$ cat src/hw/pdio_defines.svh
// register map, field positions, reset values and timing counts of the digital pin block
`ifndef PDIO_DEFINES_SVH
`define PDIO_DEFINES_SVH
`define PDIO_AW 8
`define PDIO_CTRL_OFF 8'h00
`define PDIO_P1PER_OFF 8'h04
`define PDIO_P1DUTY_OFF 8'h08
`define PDIO_P2PER_OFF 8'h0c
`define PDIO_P2DUTY_OFF 8'h10
`define PDIO_STAT_OFF 8'h14
`define PDIO_CMD_OFF 8'h18
`define PDIO_CF_FUNC 0
`define PDIO_CF_INV 2
`define PDIO_CF_VAL 3
`define PDIO_CF_PWM 4
`define PDIO_CF_P2 8
`define PDIO_CTRL_MASK 32'h0000_1f1f
`define PDIO_CTRL_RST 32'h0000_0000
`define PDIO_PWM_RST 32'h0000_0000
`define PDIO_ST_P1LVL 0
`define PDIO_ST_P2LVL 1
`define PDIO_ST_PROT 2
`define PDIO_ST_EMIT 3
`define PDIO_ST_CLRSEEN 4
`define PDIO_CMD_CLRPROT 0
`define PDIO_RESP_OK 2'b00
`define PDIO_RESP_SLVERR 2'b10
`define PDIO_PULSE_MIN_NS 30000
`define PDIO_CLK_NS 10
`define PDIO_PULSE_CYC ((`PDIO_PULSE_MIN_NS + `PDIO_CLK_NS - 1) / `PDIO_CLK_NS)
`define PDIO_CNT_W 12
`endif

$ cat src/hw/pdio_pkg.sv
// types shared by the digital pin block
`include "pdio_defines.svh"
package pdio_pkg;
	typedef enum logic [2:0] {
		PDIO_FN_DEF = 3'b001,
		PDIO_FN_IN = 3'b010,
		PDIO_FN_OUT = 3'b100
	} pdio_func_e;
	typedef enum logic [1:0] {
		PDIO_EM_IDLE = 2'b01,
		PDIO_EM_PULSE = 2'b10
	} pdio_emit_e;
	typedef logic [`PDIO_CNT_W-1:0] pdio_cnt_t;
	typedef struct packed {
		logic [2:0] sync;
		logic level;
		pdio_cnt_t cnt;
		logic pulse;
	} pdio_filt_s;
	typedef struct packed {
		logic [31:0] cnt;
		logic active;
	} pdio_pwm_s;
	typedef struct packed {
		logic awReady;
		logic wReady;
		logic awGot;
		logic wGot;
		logic [`PDIO_AW-1:0] awAddr;
		logic [31:0] wData;
		logic [3:0] wStrb;
		logic bValid;
		logic [1:0] bResp;
		logic arReady;
		logic rValid;
		logic [31:0] rData;
		logic [1:0] rResp;
		logic [31:0] ctrl;
		logic [31:0] per1;
		logic [31:0] duty1;
		logic [31:0] per2;
		logic [31:0] duty2;
		logic prot;
		logic clrSeen;
		logic onPrev;
		pdio_emit_e emit;
		pdio_cnt_t emitCnt;
		logic pin1Out;
		logic pin1Oe;
		logic pin2Out;
		logic pin2Oe;
	} pdio_top_s;
endpackage : pdio_pkg

$ cat src/hw/pdio_pin_if.sv
// pin sample path between the top and a pin filter
`timescale 1ns/10ps
`default_nettype none
interface pdio_pin_if;
	logic pinIn;
	logic invert;
	logic level;
	logic validPulse;
	modport filt (input pinIn, input invert, output level, output validPulse);
	modport user (output pinIn, output invert, input level, input validPulse);
endinterface : pdio_pin_if
`default_nettype wire

$ cat src/hw/pdio_pin_filter.sv
// pin input synchroniser and active-level interval width qualifier (low, high when inverted)
`timescale 1ns/10ps
`default_nettype none
`include "pdio_defines.svh"
module pdio_pin_filter
	import pdio_pkg::*;
(
	// clock and reset
	input wire logic clk,
	input wire logic rstN,
	// pin sample path
	pdio_pin_if.filt pin
);
	localparam pdio_cnt_t PulseCyc = `PDIO_CNT_W'(`PDIO_PULSE_CYC);
	pdio_filt_s q;
	pdio_filt_s d;
	logic act;

	always_comb
	begin
		d = q;
		d.sync = {q.sync[1:0], pin.pinIn};
		if (q.sync[1] == q.sync[2])
		begin
			d.level = q.sync[2];
		end
		// pulse level is low, high when inverted
		act = (q.level == pin.invert);
		d.pulse = 1'b0;
		if (!act)
		begin
			d.cnt = '0;
		end
		else if (q.cnt != PulseCyc)
		begin
			d.cnt = q.cnt + 1'b1;
			d.pulse = (q.cnt == PulseCyc - 1'b1);
		end
	end

	always_ff @(posedge clk or negedge rstN)
	begin
		if (!rstN)
		begin
			q <= '{sync: 3'h7, level: 1'b1, cnt: '0, pulse: 1'b0};
		end
		else
		begin
			q <= d;
		end
	end

	assign pin.level = q.level;
	assign pin.validPulse = q.pulse;
endmodule : pdio_pin_filter
`default_nettype wire

$ cat src/hw/pdio_pwm.sv
// pwm generator; active for duty cycles out of every period cycles
`timescale 1ns/10ps
`default_nettype none
module pdio_pwm
	import pdio_pkg::*;
(
	// clock and reset
	input wire logic clk,
	input wire logic rstN,
	// settings
	input wire logic en,
	input wire logic [31:0] period,
	input wire logic [31:0] duty,
	// waveform
	output logic active
);
	pdio_pwm_s q;
	pdio_pwm_s d;

	always_comb
	begin
		d = q;
		if (!en || period == 32'h0)
		begin
			d.cnt = '0;
			d.active = 1'b0;
		end
		else
		begin
			d.cnt = (q.cnt >= period - 32'h1) ? 32'h0 : q.cnt + 32'h1;
			d.active = (d.cnt < duty);
		end
	end

	always_ff @(posedge clk or negedge rstN)
	begin
		if (!rstN)
		begin
			q <= '0;
		end
		else
		begin
			q <= d;
		end
	end

	assign active = q.active;
endmodule : pdio_pwm
`default_nettype wire

$ cat src/hw/pdio_top.sv
// two-pin protection digital port with axi4-lite register access
//
// Chosen here: the register addresses and the AXI4-Lite slave port.
`timescale 1ns/10ps
`default_nettype none
`include "pdio_defines.svh"
module pdio_top
	import pdio_pkg::*;
(
	// clock and reset
	input wire logic core_clk,
	input wire logic arst_n,
	// axi4-lite write
	input wire logic [`PDIO_AW-1:0] s_axi_awaddr,
	input wire logic s_axi_awvalid,
	output logic s_axi_awready,
	input wire logic [31:0] s_axi_wdata,
	input wire logic [3:0] s_axi_wstrb,
	input wire logic s_axi_wvalid,
	output logic s_axi_wready,
	output logic [1:0] s_axi_bresp,
	output logic s_axi_bvalid,
	input wire logic s_axi_bready,
	// axi4-lite read
	input wire logic [`PDIO_AW-1:0] s_axi_araddr,
	input wire logic s_axi_arvalid,
	output logic s_axi_arready,
	output logic [31:0] s_axi_rdata,
	output logic [1:0] s_axi_rresp,
	output logic s_axi_rvalid,
	input wire logic s_axi_rready,
	// instrument state
	input wire logic protTrip,
	input wire logic outputOn,
	output logic protActive,
	// pins
	input wire logic pin1In,
	output logic pin1Out,
	output logic pin1Oe,
	input wire logic pin2In,
	output logic pin2Out,
	output logic pin2Oe
);
	localparam pdio_cnt_t PulseCyc = `PDIO_CNT_W'(`PDIO_PULSE_CYC);
	localparam int P2 = `PDIO_CF_P2;

	logic [1:0] rstPipe;
	logic rstN;
	pdio_top_s q;
	pdio_top_s d;
	pdio_func_e fn1;
	pdio_func_e fn2;
	logic inv1;
	logic inv2;
	logic pwmAct1;
	logic pwmAct2;
	logic cmdClr;
	logic statW1c;
	logic clrReq;
	logic onRise;

	pdio_pin_if pif1 ();
	pdio_pin_if pif2 ();

	// reset is released through two flops so all state leaves reset on one edge
	always_ff @(posedge core_clk or negedge arst_n)
	begin
		if (!arst_n)
		begin
			rstPipe <= 2'b00;
		end
		else
		begin
			rstPipe <= {rstPipe[0], 1'b1};
		end
	end
	assign rstN = rstPipe[1];

	// illegal code 3 falls back to the default function
	function automatic pdio_func_e decFunc(input logic [1:0] code);
		pdio_func_e f;
		unique case (code)
			2'h1: f = PDIO_FN_IN;
			2'h2: f = PDIO_FN_OUT;
			default: f = PDIO_FN_DEF;
		endcase
		return f;
	endfunction : decFunc

	function automatic logic [31:0] mergeStrb(input logic [31:0] old, input logic [31:0] nw,
		input logic [3:0] strb);
		logic [31:0] r;
		r = old;
		for (int i = 0; i < 4; i++)
		begin
			if (strb[i])
			begin
				r[8*i +: 8] = nw[8*i +: 8];
			end
		end
		return r;
	endfunction : mergeStrb

	assign fn1 = decFunc(q.ctrl[`PDIO_CF_FUNC +: 2]);
	assign fn2 = decFunc(q.ctrl[P2 + `PDIO_CF_FUNC +: 2]);
	assign inv1 = q.ctrl[`PDIO_CF_INV];
	assign inv2 = q.ctrl[P2 + `PDIO_CF_INV];

	assign pif1.pinIn = pin1In;
	assign pif1.invert = inv1;
	assign pif2.pinIn = pin2In;
	assign pif2.invert = inv2;

	pdio_pin_filter u_filt1 (
		.clk(core_clk),
		.rstN(rstN),
		.pin(pif1.filt)
	);

	pdio_pin_filter u_filt2 (
		.clk(core_clk),
		.rstN(rstN),
		.pin(pif2.filt)
	);

	pdio_pwm u_pwm1 (
		.clk(core_clk),
		.rstN(rstN),
		.en(fn1 == PDIO_FN_OUT && q.ctrl[`PDIO_CF_PWM]),
		.period(q.per1),
		.duty(q.duty1),
		.active(pwmAct1)
	);

	pdio_pwm u_pwm2 (
		.clk(core_clk),
		.rstN(rstN),
		.en(fn2 == PDIO_FN_OUT && q.ctrl[P2 + `PDIO_CF_PWM]),
		.period(q.per2),
		.duty(q.duty2),
		.active(pwmAct2)
	);

	always_comb
	begin
		d = q;
		cmdClr = 1'b0;
		statW1c = 1'b0;
		// write channel: address and data taken in either order
		if (s_axi_awvalid && q.awReady)
		begin
			d.awGot = 1'b1;
			d.awAddr = s_axi_awaddr;
			d.awReady = 1'b0;
		end
		if (s_axi_wvalid && q.wReady)
		begin
			d.wGot = 1'b1;
			d.wData = s_axi_wdata;
			d.wStrb = s_axi_wstrb;
			d.wReady = 1'b0;
		end
		if (q.awGot && q.wGot && !q.bValid)
		begin
			d.awGot = 1'b0;
			d.wGot = 1'b0;
			d.bValid = 1'b1;
			d.bResp = `PDIO_RESP_OK;
			unique case (q.awAddr)
				`PDIO_CTRL_OFF: d.ctrl = mergeStrb(q.ctrl, q.wData, q.wStrb) & `PDIO_CTRL_MASK;
				`PDIO_P1PER_OFF: d.per1 = mergeStrb(q.per1, q.wData, q.wStrb);
				`PDIO_P1DUTY_OFF: d.duty1 = mergeStrb(q.duty1, q.wData, q.wStrb);
				`PDIO_P2PER_OFF: d.per2 = mergeStrb(q.per2, q.wData, q.wStrb);
				`PDIO_P2DUTY_OFF: d.duty2 = mergeStrb(q.duty2, q.wData, q.wStrb);
				`PDIO_STAT_OFF: statW1c = q.wStrb[0] && q.wData[`PDIO_ST_CLRSEEN];
				`PDIO_CMD_OFF: cmdClr = q.wStrb[0] && q.wData[`PDIO_CMD_CLRPROT];
				default: d.bResp = `PDIO_RESP_SLVERR;
			endcase
		end
		if (q.bValid && s_axi_bready)
		begin
			d.bValid = 1'b0;
			d.awReady = 1'b1;
			d.wReady = 1'b1;
		end
		// read channel: one read at a time, data registered
		if (s_axi_arvalid && q.arReady)
		begin
			d.arReady = 1'b0;
			d.rValid = 1'b1;
			d.rResp = `PDIO_RESP_OK;
			d.rData = 32'h0;
			unique case (s_axi_araddr)
				`PDIO_CTRL_OFF: d.rData = q.ctrl;
				`PDIO_P1PER_OFF: d.rData = q.per1;
				`PDIO_P1DUTY_OFF: d.rData = q.duty1;
				`PDIO_P2PER_OFF: d.rData = q.per2;
				`PDIO_P2DUTY_OFF: d.rData = q.duty2;
				`PDIO_STAT_OFF:
				begin
					// input state reads as 1 while the valid level is present
					d.rData[`PDIO_ST_P1LVL] = (pif1.level == inv1);
					d.rData[`PDIO_ST_P2LVL] = (pif2.level == inv2);
					d.rData[`PDIO_ST_PROT] = q.prot;
					d.rData[`PDIO_ST_EMIT] = (q.emit == PDIO_EM_PULSE);
					d.rData[`PDIO_ST_CLRSEEN] = q.clrSeen;
				end
				`PDIO_CMD_OFF: d.rData = 32'h0;
				default: d.rResp = `PDIO_RESP_SLVERR;
			endcase
		end
		if (q.rValid && s_axi_rready)
		begin
			d.rValid = 1'b0;
			d.arReady = 1'b1;
		end

		// own emitted pulse is not taken back as a clear request
		clrReq = (fn1 == PDIO_FN_DEF && pif1.validPulse && q.emit == PDIO_EM_IDLE) || cmdClr;
		// a trip in the clearing cycle wins
		d.prot = protTrip || (q.prot && !clrReq);
		d.clrSeen = (fn1 == PDIO_FN_DEF && pif1.validPulse && q.emit == PDIO_EM_IDLE) || (q.clrSeen && !statW1c);

		d.onPrev = outputOn;
		onRise = outputOn && !q.onPrev;
		unique case (q.emit)
			PDIO_EM_IDLE:
			begin
				if (fn1 == PDIO_FN_DEF && onRise && !q.prot)
				begin
					d.emit = PDIO_EM_PULSE;
					d.emitCnt = '0;
				end
			end
			PDIO_EM_PULSE:
			begin
				// leaving clear mode cuts the pulse short; else stay until our own low has left the filter
				if (fn1 != PDIO_FN_DEF)
					d.emit = PDIO_EM_IDLE;
				else if (q.emitCnt != PulseCyc)
					d.emitCnt = q.emitCnt + 1'b1;
				else if (pif1.level != inv1)
					d.emit = PDIO_EM_IDLE;
			end
			default: d.emit = PDIO_EM_IDLE;
		endcase

		unique case (fn1)
			PDIO_FN_DEF:
			begin
				d.pin1Oe = (d.emit == PDIO_EM_PULSE && d.emitCnt != PulseCyc);
				d.pin1Out = inv1;
			end
			PDIO_FN_IN:
			begin
				d.pin1Oe = 1'b0;
				d.pin1Out = 1'b0;
			end
			PDIO_FN_OUT:
			begin
				d.pin1Oe = 1'b1;
				d.pin1Out = (q.ctrl[`PDIO_CF_PWM] ? !pwmAct1 : !q.ctrl[`PDIO_CF_VAL]) ^ inv1;
			end
		endcase
		unique case (fn2)
			PDIO_FN_DEF:
			begin
				d.pin2Oe = 1'b1;
				d.pin2Out = !q.prot ^ inv2;
			end
			PDIO_FN_IN:
			begin
				d.pin2Oe = 1'b0;
				d.pin2Out = 1'b0;
			end
			PDIO_FN_OUT:
			begin
				d.pin2Oe = 1'b1;
				d.pin2Out = (q.ctrl[P2 + `PDIO_CF_PWM] ? !pwmAct2 : !q.ctrl[P2 + `PDIO_CF_VAL]) ^ inv2;
			end
		endcase
	end

	always_ff @(posedge core_clk or negedge rstN)
	begin
		if (!rstN)
		begin
			q <= '0;
			q.awReady <= 1'b1;
			q.wReady <= 1'b1;
			q.arReady <= 1'b1;
			q.ctrl <= `PDIO_CTRL_RST;
			q.per1 <= `PDIO_PWM_RST;
			q.duty1 <= `PDIO_PWM_RST;
			q.per2 <= `PDIO_PWM_RST;
			q.duty2 <= `PDIO_PWM_RST;
			q.emit <= PDIO_EM_IDLE;
			q.pin2Out <= 1'b1;
			q.pin2Oe <= 1'b1;
		end
		else
		begin
			q <= d;
		end
	end

	assign s_axi_awready = q.awReady;
	assign s_axi_wready = q.wReady;
	assign s_axi_bvalid = q.bValid;
	assign s_axi_bresp = q.bResp;
	assign s_axi_arready = q.arReady;
	assign s_axi_rvalid = q.rValid;
	assign s_axi_rdata = q.rData;
	assign s_axi_rresp = q.rResp;
	assign protActive = q.prot;
	assign pin1Out = q.pin1Out;
	assign pin1Oe = q.pin1Oe;
	assign pin2Out = q.pin2Out;
	assign pin2Oe = q.pin2Oe;

	// emitted pulse width, counted independently of the state machine
	pdio_cnt_t emitRun;
	always_ff @(posedge core_clk or negedge rstN)
	begin
		if (!rstN)
		begin
			emitRun <= '0;
		end
		else
		begin
			emitRun <= (fn1 == PDIO_FN_DEF && pin1Oe) ? emitRun + 1'b1 : '0;
		end
	end
endmodule : pdio_top
`default_nettype wire

$ cat config.mk
export PLATFORM = sky130hd
export DESIGN_NAME = pdio_top
export DESIGN_NICKNAME = d
export VERILOG_FILES = /design/src/hw/pdio_pkg.sv /design/src/hw/pdio_pin_if.sv /design/src/hw/pdio_pin_filter.sv /design/src/hw/pdio_pwm.sv /design/src/hw/pdio_top.sv
export VERILOG_INCLUDE_DIRS = /design/src /design/src/hw
export SDC_FILE = /design/constraint.sdc
export NUM_CORES = 1
export LEC_CHECK = 0
export BUFFER_PORTS_ARGS = -buffer_cell sky130_fd_sc_hd__buf_2
export CORE_MARGIN = 10
export CORE_UTILIZATION = 60
export CTS_CLUSTER_SIZE = 14
export DETAILED_ROUTE_END_ITERATION = 12
export GPL_TIMING_DRIVEN = 1
export HOLD_SLACK_MARGIN = 0.1
export PLACE_DENSITY = 0.79
export SYNTH_ARGS = -nofsm -noshare
export SYNTH_HDL_FRONTEND = slang
export SYNTH_SLANG_ARGS = --single-unit
export TNS_END_PERCENT = 10
$ cat constraint.sdc
create_clock -name core_clk -period 10.9 [get_ports core_clk]
set_input_delay 1.635 -clock core_clk [delete_from_list [all_inputs] [get_ports core_clk]]
set_output_delay 1.635 -clock core_clk [all_outputs]
set_load 0.005 [all_outputs]
==> results.py <==
metrics = {
    "sta": {
        "slew_violations": 0,
        "whs_ns": 0.353,
        "slew-limit-headroom": 0.150,
        "rsz0062_at_grt": "no",
        "skew_ns": 0.0182,
        "worstMarginPinSlew_ns": 1.26,
        "finalCritPeriodShare": 0.569,
        "hold_viol": 0,
        "fmax_ghz": 0.161,
        "setup_ws_ns": 4.70,
        "tns_ns": 0,
        "setup_viol": 0,
        "fin_crit_ns": 6.20,
    },
    "worst_setup_path": {
        "arrival_ns": 6.59,
        "critPathLaunch": "q[55]",
        "endpoint_kind": "register",
        "required_ns": 11.29,
        "crit_path_start_kind": "register",
        "r2r_setup_slack_ns": 4.70,
        "cp_max_fo": 28,
        "r2r-start": "q[55]",
        "path_class": "register to register",
    },
    "yosys": {
        "ys_async_sr_fraction": 1.00,
        "netlist.area_leader.share": 0.422,
        "ys_seq_elements": 333,
        "syn_area_per_cell_um2": 10.3,
        "synth_edf_count": 0,
        "synth-seq-area-share": 0.441,
        "ys.flop_type": "dfrtp_1",
        "yosys_warnings": 0,
        "synth.area.top_cells": "dfrtp_1 42%, mux2_2 11%, ha_1 9.2%, nor2_1 3.9%, xnor2_1 3.3%",
        "synthCells": 1835,
        "yosys.area.top_type": "dfrtp_1",
        "yosysUniqueCellTypes": 67,
        "syn_area_mm2": 0.0189,
    },
    "pwr": {
        "power_density_mw_per_mm2": 176,
        "finalPower_uw": 3680,
        "p_leak_uw": 0.00990,
        "ir_worst_vdd_v": 0.000157,
    },
    "cells_and_area": {
        "syn_to_final_growth_pct": 10.2,
        "multiInputGateArea_mm2": 0.00976,
        "antennaDiodeCount": 0,
        "regArea_mm2": 0.00835,
        "finalNonFillerCells": 2327,
        "nNetsFinal": 2105,
        "fillerInstances": 2294,
        "drive_gt1_frac": 0.201,
    },
    "clocking": {
        "cts-resized-gates": 0,
        "clock_path_buffers": 3,
        "path_clk_slew_ns": 0.06,
        "cts.sinks": 333,
        "numCtsBuffers": 37,
        "cts_tree": "built",
        "hold_buffers": 0,
        "cts_setup_buffers": 0,
        "root_buffer": "clkbuf_16",
        "clock_latency_ns": 0.54,
        "cts.htree.levels": 2,
    },
    "route": {
        "dr.pass1.iters": 7,
        "vias": 14400,
        "wl_um": 48700,
        "drcViolationCount": 0,
        "drt_iter0_drc": 1385,
        "viasPerCell": 6.18,
        "ant_nets": 0,
        "wire_per_inst_um": 20.9,
    },
    "floorplan": {
        "row_count": 64,
        "die_area_mm2": 0.0390,
        "initial_utilization": 0.614,
        "die_w_um": 198,
        "ios": 109,
        "die_y_um": 198,
        "core_mm2": 0.0308,
    },
    "run_status": {
        "status": "completed",
    },
    "global_routing": {
        "grt_pass1_vias": 14300,
        "grt_pass1_wl_um": 78000,
        "overflow": 0,
        "grt_max_degree": 186,
        "antenna_found_initial": 0,
        "track_usage": 0.249,
    },
    "placement": {
        "dpl.cell_count": 2260,
        "place_ws_ns": 4.77,
        "io_buffer_count": 106,
        "gp_congestion": 0.953,
        "place_hpwl_um": 36100,
    },
    "worst_hold_path": {
        "hp-start": "rstPipe[0]",
        "min_path_type": "register to register",
    },
    "flow_run": {
        "drv_cap": 0,
    },
}
state kept, by name (all words and copies together), names as in the netlist, 2 cells and up:
| name | flops |
|---|---|
| u_filt1.d | 2 |
| u_filt1.q | 13 |
| u_pwm2.q | 32 |
| u_filt2.d | 2 |
| u_pwm1.q | 32 |
| q | 198 |
| rstPipe | 2 |
| s_axi_rdata | 32 |
cells in the mapped netlist, drive strengths merged, types with 40 or more instances:
library cell	n
inv	92
o21ai	50
nand2	138
ha	139
nand3	57
a21oi	42
buf	40
dfrtp	319
clkbuf	46
xnor2	72
mux2	187
xor2	63
nor2	197
nor3	77
cell usage in the layout (no fill, tap or decap), types with 5 or more instances in the layout:
master and n:
o31ai_1 5, nand2b_1 8, or3_1 7, clkbuf_8 7
dfrtp_1 318, xnor2_1 72, clkbuf_1 9, and2_1 6
a222oi_1 31, nor3_1 77, and3_1 15, a21oi_1 42
mux2_2 187, o21ai_0 50, xor2_1 63, inv_1 92
nand3_1 57, or4_1 9, mux2i_1 7, dfstp_2 14
nand2_1 137, nor4_1 14, buf_4 7, a31oi_1 15
a21o_1 26, buf_2 106, ha_1 139, nor2b_1 12
clkbuf_16 38, nand4_1 37, and4_1 8, a211oi_1 9
a22o_1 24, nor2_1 197, or2_2 6
metal layers:
metal,global-route usage,wire [µm],part of all wire,vias up
li1,-,-,-,6663
met1,0.351,21800,0.45,7056
met2,0.385,22000,0.45,579
met3,0.0407,3450,0.071,87
met4,0.0820,1430,0.029,0
met5,0,0,0,-
logic make-up (layout without fill, tap and decap cells):
logic type / after synthesis / in the layout / synth area share
flip-flops: 333 / 333 / 0.441
adder cells (fa/ha/maj): 141 / 141 / 0.0930
buffers and inverters: 178 / 273 / 0.0440
other: 2 / 3 / 0.000397
multiplexers: 194 / 194 / 0.115
XOR/XNOR: 135 / 135 / 0.0625
AND/OR/NAND/NOR: 619 / 619 / 0.157
AO/OA/AOI/OAI: 233 / 233 / 0.0869
worst max-delay path, stage by stage (launching register included):
cell      delay (ns)
dfrtp_1         0.44
or4_1           0.56
nor3_1          0.43
nand3_1         0.34
nor2_1          0.29
nand2_1         0.14
nor2_1          0.20
nand2_1         0.10
xor2_1          0.18
ha_1            0.30
nand4_1         0.11
or2_2           0.32
nor2_1          0.09
o21ai_0         0.12
o21bai_2        0.83
nor2_1          0.12
ha_1            0.32
and4_1          0.19
nand3_1         0.10
or4_1           0.55
nor3_1          0.23
a21oi_1         0.09
report_power, final:
| part | switching (µW) | leakage [µW] | internal (µW) |
|---|---|---|---|
| registers | 279 | 0.00443 | 1420 |
| logic | 364 | 0.00485 | 309 |
| clock network | 517 | 0.000619 | 790 |
| total | 1160 | 0.00990 | 2520 |
cell type report:
class / instances / area share
clock buffer: 54 / 0.0519
multi-input combinational: 1325 / 0.468
inverter: 92 / 0.0166
sequential: 333 / 0.401
clock inverter: 13 / 0.00972
timing repair buffer: 114 / 0.0289
tap: 396 / 0.0238
per-stage QoR:
stage / util / instance area, µm²
floorplan: - / 18900
CTS: 0.676 / 20800
global route: 0.676 / 20800
finish: 0.676 / 20800
detailed placement: 0.635 / 19600
global placement: 0.635 / 19600
path summary, 6_finish.rpt:
kind,cells past startpoint,endpoint
min reg2reg,0,rstPipe[1]
max reg2reg,21,u_pwm2.active
min in group asynchronous,0,u_filt1.q[5]
max,21,u_pwm2.active
min,0,rstPipe[1]
max in group asynchronous,2,u_pwm1.q[24]
Note: power is estimated with default switching activity, not from simulation.
